`src/verilog/ptc_timer_consts.vh`:
```
// Constants for the two-channel PWM timer with compare/capture circuits
`ifndef PTC_TIMER_CONSTS_VH
`define PTC_TIMER_CONSTS_VH
// ****************************************
// Structure
// ****************************************
`define PTC_CH_NUM 2
`define PTC_CC_NUM 6
// ****************************************
// Register offsets inside one channel window
// ****************************************
`define PTC_A_CLK 7'h00
`define PTC_A_CTL 7'h04
`define PTC_A_MAX 7'h08
`define PTC_A_CNT 7'h0c
`define PTC_A_IRQF 7'h10
`define PTC_A_IRQE 7'h14
`define PTC_A_DMAE 7'h18
`define PTC_A_SWTRG 7'h1c
`define PTC_A_CCCTL 2'h1
`define PTC_A_CCR 2'h2
// ****************************************
// Field positions
// ****************************************
`define PTC_CLK_SRC 2:0
`define PTC_CLK_DIV 7:4
`define PTC_CLK_DBG 8
`define PTC_CTL_EN 0
`define PTC_CTL_RUN 1
`define PTC_CTL_RST 2
`define PTC_CTL_DIR 5:4
`define PTC_CTL_ONE 6
`define PTC_CC_MODE 0
`define PTC_CC_WSRC 1
`define PTC_CC_OMD 4:2
`define PTC_CC_INV 5
`define PTC_CC_BUF 8:6
`define PTC_CC_SYNC 9
`define PTC_CC_TSRC 11:10
`define PTC_CC_TEDGE 13:12
`define PTC_CNT_BUSY 16
`define PTC_CNT_UP 17
// ****************************************
// Reset values and counts
// ****************************************
`define PTC_MAX_RST 16'hffff
`define PTC_EXT_DUMMY 2'h2
`define PTC_DIR_DOWN 2'h1
`define PTC_DIR_UPDN 2'h2
`endif

```
`src/verilog/ptc_timer.v`:
```
// Two-channel 16-bit PWM timer with six compare/capture circuits per channel
//
// The APB interface to the registers and the register addresses were chosen for this implementation.
`timescale 1ns/10ps
`include "ptc_timer_consts.vh"
// Functional notes
// - Two independent channels, each with counter, clock select and six circuits.
// - 16-bit up/down counter clocked by selectable source and divider per channel.
// - Up, down or up/down counting, each in single-cycle or repeat mode.
// - Six circuits per channel, each individually compare or capture.
// - Compare match raises flag or DMA request and drives PWM output.
// - Capture latches counter on pin or software trigger, raises flag or DMA.
// - Mode bit 0 selects compare, 1 selects capture.
// - Pair members may be in different modes.
// - Compare circuit has waveform source, output mode, polarity and buffer mode.
// - Capture circuit has sync select, trigger source and trigger edge.
// - Compare pin drives low initially; capture pin is input; clock pin input.
// - Sleep clock stop freezes channel with state intact, resumes afterwards.
// - Debug freezes channel unless run-in-debug is set.
// - External clock counts rising edges, inverted selection counts falling edges.
// - Interrupt flags clear by writing 1; cleared before enables are set.
// - DMA requests gated by max/zero enable and per-circuit enable.
// - Counter reset clears to zero, or loads max value in down mode.
// - Counting up, counter wraps to zero when exceeding max value.
// - Counter reaching compare value asserts match and sets that flag.
module ptc_timer (
  input wire core_clk,
  input wire rst_n,
  input wire psel,
  input wire penable,
  input wire pwrite,
  input wire [7:0] paddr,
  input wire [31:0] pwdata,
  output wire [31:0] prdata,
  output wire pready,
  output wire pslverr,
  input wire [3:0] extClkIn,
  input wire [11:0] capTrigIn,
  output wire [11:0] waveOut,
  output wire [11:0] waveOutEn,
  input wire sleepMode,
  input wire sleepClockStop,
  input wire debugMode,
  output wire [1:0] irqReq,
  output wire [1:0] dmaMaxZeroReq,
  output wire [11:0] dmaCircuitReq
);

  // ****************************************
  // Helpers
  // ****************************************
  // Low bits set for a divide by two to the power d
  function [15:0] ptc_mask;
    input [3:0] d;
    begin
      ptc_mask = ~(16'hffff << d);
    end
  endfunction

  // Flat circuit index from channel and circuit number
  function [3:0] ptc_idx;
    input ch;
    input [2:0] m;
    begin
      ptc_idx = ch ? {1'b0, m} + 4'h6 : {1'b0, m};
    end
  endfunction

  // ****************************************
  // State
  // ****************************************
  // two channels, six circuits each
  reg [8:0] clkCfg_r [0:1];
  reg [6:0] ctl_r [0:1];
  reg [15:0] max_r [0:1];
  reg [15:0] cnt_r [0:1];
  reg [15:0] pre_r [0:1];
  reg [1:0] dummy_r [0:1];
  reg [7:0] irqF_r [0:1];
  reg [7:0] irqE_r [0:1];
  reg [6:0] dmaE_r [0:1];
  reg [13:0] ccCtl_r [0:11];
  reg [15:0] ccr_r [0:11];
  reg [15:0] cmp_r [0:11];
  reg [1:0] up_r;
  reg [11:0] wave_r, waveO_r, trigPrev_r, pend_r, swTrig_r, dmaCc_r;
  reg [1:0] irq_r, dmaMz_r;
  reg [3:0] extS1_r, extS2_r, extS3_r;
  reg [11:0] capS1_r, capS2_r, capS3_r;
  reg [31:0] prdata_r;
  reg err_r;
  integer c, m, k;

  // ****************************************
  // Pin synchronisers
  // ****************************************
  // Third stage only serves the clock edge detectors; capS3_r is never read
  always @(posedge core_clk or negedge rst_n) begin
    if (!rst_n) begin
      extS1_r <= 4'h0;
      extS2_r <= 4'h0;
      extS3_r <= 4'h0;
      capS1_r <= 12'h000;
      capS2_r <= 12'h000;
      capS3_r <= 12'h000;
    end else begin
      extS1_r <= extClkIn;
      extS2_r <= extS1_r;
      extS3_r <= extS2_r;
      capS1_r <= capTrigIn;
      capS2_r <= capS1_r;
      capS3_r <= capS2_r;
    end
  end

  wire [3:0] extRise = extS2_r & ~extS3_r;
  wire [3:0] extFall = ~extS2_r & extS3_r;
  wire sleepHold = sleepMode & sleepClockStop;

  // ****************************************
  // Count clock selection and gating
  // ****************************************
  reg [1:0] active, srcTick, isExt, preHit, runGate, cntTick;
  // Freeze on sleep or debug holds every counter and divider
  // Own loop index: a shared one would wake the other processes forever
  always @* begin : pClkSel
    integer c;
    for (c = 0; c < `PTC_CH_NUM; c = c + 1) begin
      active[c] = ~sleepHold & ~(debugMode & ~clkCfg_r[c][`PTC_CLK_DBG]);
      case (clkCfg_r[c][`PTC_CLK_SRC])
        3'h1: srcTick[c] = extRise[2 * c];
        3'h2: srcTick[c] = extFall[2 * c];
        3'h3: srcTick[c] = extRise[2 * c + 1];
        3'h4: srcTick[c] = extFall[2 * c + 1];
        default: srcTick[c] = 1'b1;
      endcase
      isExt[c] = (clkCfg_r[c][`PTC_CLK_SRC] != 3'h0) && (clkCfg_r[c][`PTC_CLK_SRC] <= 3'h4);
      preHit[c] = (pre_r[c] & ptc_mask(clkCfg_r[c][`PTC_CLK_DIV])) == ptc_mask(clkCfg_r[c][`PTC_CLK_DIV]);
      runGate[c] = ctl_r[c][`PTC_CTL_EN] & ctl_r[c][`PTC_CTL_RUN] & active[c];
      cntTick[c] = runGate[c] & srcTick[c] & preHit[c] & ~(isExt[c] & (dummy_r[c] != `PTC_EXT_DUMMY));
    end
  end

  // ****************************************
  // Counter next state
  // ****************************************
  reg [15:0] cntNxt [0:1];
  reg [1:0] upNxt, stopNow, evMax, evZero;
  always @* begin : pCntNext
    integer c;
    for (c = 0; c < `PTC_CH_NUM; c = c + 1) begin
      cntNxt[c] = cnt_r[c];
      upNxt[c] = up_r[c];
      stopNow[c] = 1'b0;
      if (ctl_r[c][`PTC_CTL_DIR] == `PTC_DIR_DOWN) begin
        upNxt[c] = 1'b0;
        if (cnt_r[c] == 16'h0000) begin
          cntNxt[c] = max_r[c];
          stopNow[c] = ctl_r[c][`PTC_CTL_ONE];
        end else begin
          cntNxt[c] = cnt_r[c] - 16'h0001;
        end
      end else if (ctl_r[c][`PTC_CTL_DIR] == `PTC_DIR_UPDN && !up_r[c]) begin
        if (cnt_r[c] == 16'h0000) begin
          stopNow[c] = ctl_r[c][`PTC_CTL_ONE];
          upNxt[c] = ~stopNow[c];
          cntNxt[c] = (stopNow[c] || max_r[c] == 16'h0000) ? 16'h0000 : 16'h0001;
        end else begin
          cntNxt[c] = cnt_r[c] - 16'h0001;
        end
      end else if (ctl_r[c][`PTC_CTL_DIR] == `PTC_DIR_UPDN && cnt_r[c] == max_r[c]) begin
        upNxt[c] = 1'b0;
        cntNxt[c] = (max_r[c] == 16'h0000) ? 16'h0000 : cnt_r[c] - 16'h0001;
      end else begin
        upNxt[c] = 1'b1;
        if (cnt_r[c] >= max_r[c]) begin
          cntNxt[c] = 16'h0000;
          stopNow[c] = ctl_r[c][`PTC_CTL_ONE] & (ctl_r[c][`PTC_CTL_DIR] != `PTC_DIR_UPDN);
        end else begin
          cntNxt[c] = cnt_r[c] + 16'h0001;
        end
      end
      evMax[c] = cntTick[c] & (cntNxt[c] == max_r[c]);
      evZero[c] = cntTick[c] & (cntNxt[c] == 16'h0000);
    end
  end

  // ****************************************
  // Circuit events and waveforms
  // ****************************************
  reg [11:0] match, trigSel, capHit, ccEv, waveNxt, matchSel;
  always @* begin : pCircuit
    integer c, m, k;
    for (c = 0; c < `PTC_CH_NUM; c = c + 1) begin
      for (m = 0; m < `PTC_CC_NUM; m = m + 1) begin
        k = c * 6 + m;
        match[k] = cntTick[c] & ~ccCtl_r[k][`PTC_CC_MODE] & (cntNxt[c] == cmp_r[k]);
        case (ccCtl_r[k][`PTC_CC_TSRC])
          2'h0: trigSel[k] = capS2_r[k];
          2'h1: trigSel[k] = ~capS2_r[k];
          2'h2: trigSel[k] = swTrig_r[k];
          default: trigSel[k] = 1'b0;
        endcase
        capHit[k] = ctl_r[c][`PTC_CTL_EN] & active[c] & ccCtl_r[k][`PTC_CC_MODE] &
                    ((ccCtl_r[k][12] & trigSel[k] & ~trigPrev_r[k]) |
                     (ccCtl_r[k][13] & ~trigSel[k] & trigPrev_r[k]));
      end
    end
    for (k = 0; k < 12; k = k + 1) begin
      c = (k >= 6) ? 1 : 0;
      if (ccCtl_r[k][`PTC_CC_MODE]) begin
        // capture moment, sync waits for a count tick
        ccEv[k] = ccCtl_r[k][`PTC_CC_SYNC] ? (pend_r[k] | capHit[k]) & cntTick[c] : capHit[k];
      end else begin
        ccEv[k] = match[k];
      end
      // waveform source takes pair partner too
      matchSel[k] = match[k] | (ccCtl_r[k][`PTC_CC_WSRC] & match[k ^ 1]);
      waveNxt[k] = wave_r[k];
      case (ccCtl_r[k][`PTC_CC_OMD])
        3'h0: waveNxt[k] = 1'b0;
        3'h1: waveNxt[k] = wave_r[k] | matchSel[k];
        3'h2: waveNxt[k] = wave_r[k] & ~matchSel[k];
        3'h4: waveNxt[k] = matchSel[k] ? 1'b1 : (evZero[c] ? 1'b0 : wave_r[k]);
        3'h5: waveNxt[k] = matchSel[k] ? 1'b0 : (evZero[c] ? 1'b1 : wave_r[k]);
        default: waveNxt[k] = wave_r[k] ^ matchSel[k];
      endcase
      if (ccCtl_r[k][`PTC_CC_MODE] || !ctl_r[c][`PTC_CTL_EN]) begin
        waveNxt[k] = 1'b0;
      end
    end
  end

  // ****************************************
  // APB decode and readback
  // ****************************************
  wire ch = paddr[7];
  wire [6:0] off = paddr[6:0];
  wire [3:0] ccIdx = ptc_idx(ch, off[4:2]);
  wire ccSlot = (off[4:2] < 3'h6) && (off[6:5] == `PTC_A_CCCTL || off[6:5] == `PTC_A_CCR);
  wire mapped = (paddr[1:0] == 2'h0) && ((off <= `PTC_A_SWTRG) || ccSlot);
  wire wrEn = psel & penable & pwrite & mapped;
  reg [31:0] rdVal;
  always @* begin
    rdVal = 32'h00000000;
    if (off == `PTC_A_CLK) begin
      rdVal[8:0] = clkCfg_r[ch];
    end else if (off == `PTC_A_CTL) begin
      rdVal[6:0] = ctl_r[ch] & 7'h7b;
    end else if (off == `PTC_A_MAX) begin
      rdVal[15:0] = max_r[ch];
    end else if (off == `PTC_A_CNT) begin
      rdVal = {14'h0000, up_r[ch], ctl_r[ch][`PTC_CTL_RUN], cnt_r[ch]};
    end else if (off == `PTC_A_IRQF) begin
      rdVal[7:0] = irqF_r[ch];
    end else if (off == `PTC_A_IRQE) begin
      rdVal[7:0] = irqE_r[ch];
    end else if (off == `PTC_A_DMAE) begin
      rdVal[6:0] = dmaE_r[ch];
    end else if (ccSlot && off[6:5] == `PTC_A_CCCTL) begin
      rdVal[13:0] = ccCtl_r[ccIdx];
    end else if (ccSlot) begin
      rdVal[15:0] = ccr_r[ccIdx];
    end
  end

  // Zero-wait slave: data latched in setup, so prdata is a flop
  assign pready = 1'b1;
  assign pslverr = psel & penable & err_r;
  assign prdata = prdata_r;
  assign irqReq = irq_r;
  assign dmaMaxZeroReq = dmaMz_r;
  assign dmaCircuitReq = dmaCc_r;
  assign waveOut = waveO_r;

  // pin drives only in compare mode
  genvar g;
  generate
    for (g = 0; g < 12; g = g + 1) begin : gOe
      assign waveOutEn[g] = ctl_r[g / 6][`PTC_CTL_EN] & ~ccCtl_r[g][`PTC_CC_MODE];
    end
  endgenerate

  // ****************************************
  // Registers, counters and circuits
  // ****************************************
  always @(posedge core_clk or negedge rst_n) begin
    if (!rst_n) begin
      for (c = 0; c < 2; c = c + 1) begin
        clkCfg_r[c] <= 9'h000;
        ctl_r[c] <= 7'h00;
        max_r[c] <= `PTC_MAX_RST;
        cnt_r[c] <= 16'h0000;
        pre_r[c] <= 16'h0000;
        dummy_r[c] <= 2'h0;
        irqF_r[c] <= 8'h00;
        irqE_r[c] <= 8'h00;
        dmaE_r[c] <= 7'h00;
      end
      for (k = 0; k < 12; k = k + 1) begin
        ccCtl_r[k] <= 14'h0000;
        ccr_r[k] <= 16'h0000;
        cmp_r[k] <= 16'h0000;
      end
      up_r <= 2'h3;
      {wave_r, waveO_r, trigPrev_r, pend_r, swTrig_r, dmaCc_r} <= 72'h0;
      irq_r <= 2'h0;
      dmaMz_r <= 2'h0;
      prdata_r <= 32'h00000000;
      err_r <= 1'b0;
    end else begin
      if (psel && !penable) begin
        prdata_r <= mapped ? rdVal : 32'h00000000; // Refused reads return zero
        err_r <= ~mapped;
      end
      swTrig_r <= 12'h000;
      trigPrev_r <= trigSel;
      wave_r <= waveNxt;
      for (k = 0; k < 12; k = k + 1) begin
        waveO_r[k] <= waveNxt[k] & ~ccCtl_r[k][`PTC_CC_MODE] ? ~ccCtl_r[k][`PTC_CC_INV] : ccCtl_r[k][`PTC_CC_INV];
        if (ccCtl_r[k][`PTC_CC_MODE] || !ctl_r[k / 6][`PTC_CTL_EN]) begin
          waveO_r[k] <= 1'b0;
        end
      end
      if (wrEn && off == `PTC_A_CLK) clkCfg_r[ch] <= pwdata[8:0];
      if (wrEn && off == `PTC_A_CTL) ctl_r[ch] <= pwdata[6:0] & 7'h7b;
      if (wrEn && off == `PTC_A_MAX) max_r[ch] <= pwdata[15:0];
      if (wrEn && off == `PTC_A_IRQE) irqE_r[ch] <= pwdata[7:0];
      if (wrEn && off == `PTC_A_DMAE) dmaE_r[ch] <= pwdata[6:0];
      if (wrEn && off == `PTC_A_SWTRG) swTrig_r[ccIdx - {1'b0, off[4:2]} +: 6] <= pwdata[5:0];
      if (wrEn && ccSlot && off[6:5] == `PTC_A_CCCTL) ccCtl_r[ccIdx] <= pwdata[13:0];
      if (wrEn && ccSlot && off[6:5] == `PTC_A_CCR) ccr_r[ccIdx] <= pwdata[15:0];
      for (c = 0; c < 2; c = c + 1) begin
        // Divider and dummy edges advance only while running
        if (!runGate[c] && active[c]) begin
          dummy_r[c] <= 2'h0;
        end else if (runGate[c] && srcTick[c]) begin
          if (isExt[c] && dummy_r[c] != `PTC_EXT_DUMMY) dummy_r[c] <= dummy_r[c] + 2'h1;
          else pre_r[c] <= preHit[c] ? 16'h0000 : pre_r[c] + 16'h0001;
        end
        if (wrEn && off == `PTC_A_CTL && ch == c && pwdata[`PTC_CTL_RST]) begin
          cnt_r[c] <= (pwdata[5:4] == `PTC_DIR_DOWN) ? max_r[c] : 16'h0000;
          up_r[c] <= pwdata[5:4] != `PTC_DIR_DOWN;
          pre_r[c] <= 16'h0000;
        end else if (cntTick[c]) begin
          cnt_r[c] <= cntNxt[c];
          up_r[c] <= upNxt[c];
          if (stopNow[c]) ctl_r[c][`PTC_CTL_RUN] <= 1'b0;
        end
        // write one clears, new event wins
        irqF_r[c] <= (irqF_r[c] & ~((wrEn && off == `PTC_A_IRQF && ch == c) ? pwdata[7:0] : 8'h00)) |
                     {ccEv[c * 6 +: 6], evZero[c], evMax[c]};
        irq_r[c] <= |(irqF_r[c] & irqE_r[c]);
        dmaMz_r[c] <= dmaE_r[c][0] & (evMax[c] | evZero[c]);
        for (m = 0; m < 6; m = m + 1) begin
          k = c * 6 + m;
          dmaCc_r[k] <= dmaE_r[c][m + 1] & ccEv[k];
          if (!ctl_r[c][`PTC_CTL_RUN] || ccCtl_r[k][`PTC_CC_BUF] == 3'h0 || ccCtl_r[k][`PTC_CC_BUF] > 3'h3 ||
              (ccCtl_r[k][6] && evZero[c]) || (ccCtl_r[k][7] && evMax[c])) begin
            cmp_r[k] <= ccr_r[k];
          end
          pend_r[k] <= ccCtl_r[k][`PTC_CC_MODE] & ccCtl_r[k][`PTC_CC_SYNC] & (pend_r[k] | capHit[k]) & ~cntTick[c];
          if (ccEv[k] && ccCtl_r[k][`PTC_CC_MODE]) ccr_r[k] <= cnt_r[c];
        end
      end
    end
  end

endmodule

```
`config.mk`:
```
export PLATFORM = sky130hd
export DESIGN_NAME = ptc_timer
export DESIGN_NICKNAME = d
export VERILOG_FILES = /design/src/verilog/ptc_timer.v
export VERILOG_INCLUDE_DIRS = /design/src /design/src/verilog
export SDC_FILE = /design/constraint.sdc
export NUM_CORES = 2
export LEC_CHECK = 0
export ABC_CLOCK_PERIOD_IN_PS = 5900
export BUFFER_PORTS_ARGS = -buffer_cell sky130_fd_sc_hd__buf_4
export CAP_MARGIN = 20
export CORE_MARGIN = 2
export CORE_UTILIZATION = 45
export DETAILED_ROUTE_END_ITERATION = 7
export PLACE_DENSITY = 0.57
export SLEW_MARGIN = 15
export SYNTH_ARGS = -nofsm -noshare
export SYNTH_HDL_FRONTEND = slang
export SYNTH_SLANG_ARGS = --single-unit
```
`constraint.sdc`:
```
create_clock -name core_clk -period 5.9 [get_ports core_clk]
set_clock_uncertainty 0.2 [all_clocks]
set_input_delay 1.18 -clock core_clk [delete_from_list [all_inputs] [get_ports core_clk]]
set_output_delay 1.18 -clock core_clk [all_outputs]
set_load 0.005 [all_outputs]
```
==> implementation parameters <==
Parameter                              Value

Outcome
  Status    completed

Setup path
  Worst-path fanout max    8
  Worst R2R Path Depth    16
  Buffers plus inverters on the worst setup path    2
  Crit path launch    max_r[30]
  Worst-path cell chain    inv_1 > ha_1 > nand4_1 > or2_0 > a211oi_2 > nor3_1 > a21oi_1 > buf_4 > or2_2 > o211ai_1 > or4b_2 > or4_1 > a2111o_1 > and3_1 > a31oi_1 > mux2i_1
  Critical path's slowest cell    sky130_fd_sc_hd__or4b_2
  Arr. time, crit path    6.18 ns
  CP Class    reg2reg
  CP Launch Type    flop
  Crit path max-delay family    simple AND/OR/NAND/NOR gates
  Kind of capture point of the worst setup path    flop
  Critical path data required time    6.33 ns
  Path length in cells of the critical path    16
  Biggest cell delay along the critical path    0.72 ns
  Worst R2R Start    max_r[30]

Place
  Minimum setup slack after placement    0.122 ns
  GP Congestion    1.04
  Count of input and output buffers    106
  Final HPWL DP    161000 um

GRT
  Largest net degree at the start of global routing    123
  Combined global-route utilization of all metal layers    0.375
  Sum of overflow across all layers after global routing    0
  Wire length of the first global-routing pass    316000 um
  Antenna violations before repair    13
  Number of global-route vias before repair    42900

Synthesis
  Number of enable flip-flop cells after synthesis    0
  Share of async-settable or async-resettable flops after synthesis    1.00
  Most common flop cell mapped by yosys    sky130_fd_sc_hd__dfrtp_1
  Number of synthesis warnings    0
  Proportion of synthesized chip area in sequential cells    0.423
  Cell taking the most area after synthesis    sky130_fd_sc_hd__dfrtp_1
  Proportion of netlist area held by the largest area contributor    0.405
  Leading cell types by total area after synthesis    sky130_fd_sc_hd__dfrtp_1 41%, sky130_fd_sc_hd__mux2_2 8.8%, sky130_fd_sc_hd__mux2i_1 6.4%
  Gate Count Post-Synth    5110
  Count of different cell masters after synthesis    103
  Syn_area_per_cell    9.97 um^2
  Number of storage elements in the synthesis netlist    859
  Synth Cell Area    50900 um^2

Clock tree
  Clock-pin slew of the registers on the worst-case setup and hold paths    0.06 ns
  Inserted Clock Buffers    98
  CTS H-tree lvls    3
  Clock Tree Buf Depth    3
  CTS sink cnt    859
  TritonCTS clock tree    built
  Number of hold buffers added after cts    0
  Source-to-sink clock delay at the later pin of the worst-skew pair    0.71 ns
  Library cell used as clock root buffer    sky130_fd_sc_hd__clkbuf_16

Final layout
  Share of post-route cells with drive strength above 1    0.234
  Fillcell total    10300
  Synth-to-layout area growth    15.4%
  Most common cell after layout, fill and taps aside    sky130_fd_sc_hd__dfrtp_1
  Nets    5457
  Commonest cells after routing, fill and taps aside    825 x sky130_fd_sc_hd__dfrtp_1, 586 x sky130_fd_sc_hd__nand2_1, 476 x sky130_fd_sc_hd__o21ai_0, 456 x sky130_fd_sc_hd__buf_4, 398 x sky130_fd_sc_hd__mux2_2

Floorplanning
  Height of the chip    340 um
  Overall die width    340 um
  I/O pin total    138
  Initial cell density of the core    0.453
  Rows    123
  Die area    116000 um^2
  Area of the core    112000 um^2

STA
  Number of failing hold endpoints at the final stage    0
  Worst-case headroom to the max-slew limit    0.266
  Unrepaired setup endpoints after global routing    false
  Slew at the pin closest to its max-slew limit    1.09 ns
  Worst hold margin    0.146 ns
  Clock period minus final worst setup slack    5.75 ns
  PnR worst setup slack    0.150 ns
  Max frequency    174 MHz
  Final TNS setup    0 ns
  Final period utilization    0.975
  Setup-violating endpoint count in the final report    0
  Number of pins exceeding their max-slew limit in the final report    0

Pwr
  Combinational power share    0.067
  Power density over the cells    224 nW/um^2
  Switching share of total power    0.251
  Power consumption    13200 uW
  Proportion of power drawn by the clock network    0.478
  Internal power component    9870 uW
  Peak VDD IR    0.000207 V
  Share of power burned in registers    0.455
  P_leak    0.0260 uW
  Switching Power    3310 uW

Drt
  Router iterations before antenna repair    6
  Count of routing violations after the opening detailed-route iteration    5382
  Per-cell via count in the routed design    6.46
  Routed Wire Length    220000 um
  Routed via count    44700
  Total DRC errors in the routed layout    0
  Wirelength per Cell    31.7 um
  Routed Antenna Nets    0

Min path
  Worst hold path cell count    0
  HP Class    reg2reg
  Startpoint of the most critical hold path    capS1_r[8]

Job
  Max-cap violations    0
final cells by class:
class	instances	area, um^2	share of cell area
sequential	859	21500	0.367
multi-input combinational	3781	27700	0.472
clock buffer	145	2880	0.0490
tap	1500	1880	0.0319
antenna	6	15.0	0.000256
clock inverter	26	384	0.00654
inverter	117	439	0.00747
timing repair buffer	482	3920	0.0667
sequential cells by signal, summed over array words and instances (netlist names), 14 cells and up:
name      count
clkCfg_r     18
max_r        32
irqE_r       16
pre_r        30
cnt_r        32
prdata       18
dmaE_r       14
ccCtl_r     168
ccr_r       192
irqF_r       16
cmp_r       192
synthesized netlist by cell type (46+ instances only):
cell / number
sky130_fd_sc_hd__nand2b_1: 46
sky130_fd_sc_hd__ha_1: 54
sky130_fd_sc_hd__nand4_1: 79
sky130_fd_sc_hd__o21ai_0: 478
sky130_fd_sc_hd__a21oi_1: 167
sky130_fd_sc_hd__xnor2_1: 121
sky130_fd_sc_hd__dfrtp_1: 825
sky130_fd_sc_hd__mux2_2: 398
sky130_fd_sc_hd__mux4_2: 104
sky130_fd_sc_hd__clkbuf_1: 303
sky130_fd_sc_hd__nor2b_1: 46
sky130_fd_sc_hd__nand3_1: 92
sky130_fd_sc_hd__nor2_1: 266
sky130_fd_sc_hd__nand2_1: 587
sky130_fd_sc_hd__inv_1: 116
sky130_fd_sc_hd__nor3_1: 81
sky130_fd_sc_hd__nor4_1: 64
sky130_fd_sc_hd__mux2i_1: 327
sky130_fd_sc_hd__xor2_1: 57
stage by stage:
step | cells | utilization | area [um^2]
finish | 6916 | 0.523 | 58800
global route | 6910 | 0.523 | 58700
CTS | 6908 | 0.523 | 58700
detailed placement | 6737 | 0.494 | 55500
global placement | 6737 | 0.494 | 55400
floorplan | 5123 | - | 51000
worst paths after layout:
| kind | endpoint | slack [ns] |
|---|---|---|
| max | waveOut[5] | 0.15 |
| min in group asynchronous | pre_r[28] | 0.27 |
| max in group asynchronous | ccr_r[145] | 3.86 |
| max reg2reg | waveOut[5] | 0.15 |
| min | capS2_r[8] | 0.15 |
| min reg2reg | capS2_r[8] | 0.15 |
cells by family (layout without fill, tap and decap cells):
group,Yosys count,after routing,synth area share
AOI/OAI and AO/OA,1154,1154,0.145
DFF,859,859,0.423
xor gates and xnor gates,178,178,0.0306
and+or+nand+nor,1550,1550,0.152
adders and majority gates,54,54,0.0133
other,2,21,0.000147
buffers and inverters,483,770,0.0374
muxes,830,830,0.198
power groups by stage:
stage / registers (uW) / clock network (uW) / logic (uW)
floorplan: 6080 / 0 / 425
CTS: 5990 / 6380 / 875
global placement: 6100 / 0 / 870
detailed placement: 6100 / 0 / 872
global route: 6000 / 6620 / 939
finish: 5990 / 6290 / 888
routing by layer:
metal  vias up  global-route usage  share of wire
li1      19300                   -              -
met1     22600               0.512           0.41
met2      2259               0.572           0.44
met3       537              0.0757          0.092
met4        12               0.176          0.055
met5         -                   0        0.00031
worst register-to-register path, delay by kind of cell, from the launching register on:
kind / cells / cell delay (ns)
AND/OR/NAND/NOR: 7 / 2.29
AO/OA/AOI/OAI: 5 / 1.65
flip-flops: 1 / 0.62
buffers and inverters: 2 / 0.36
adder cells (fa/ha/maj): 1 / 0.33
multiplexers: 1 / 0.22
repair_timing:
| item | 4_1_cts | 5_1_grt |
|---|---|---|
| setup buffers | 0 | 1 |
| endpoints found under the setup margin | 0 | 5 |
| resized for setup | 0 | 4 |
No activity file was read; power rests on OpenSTA's default activity.
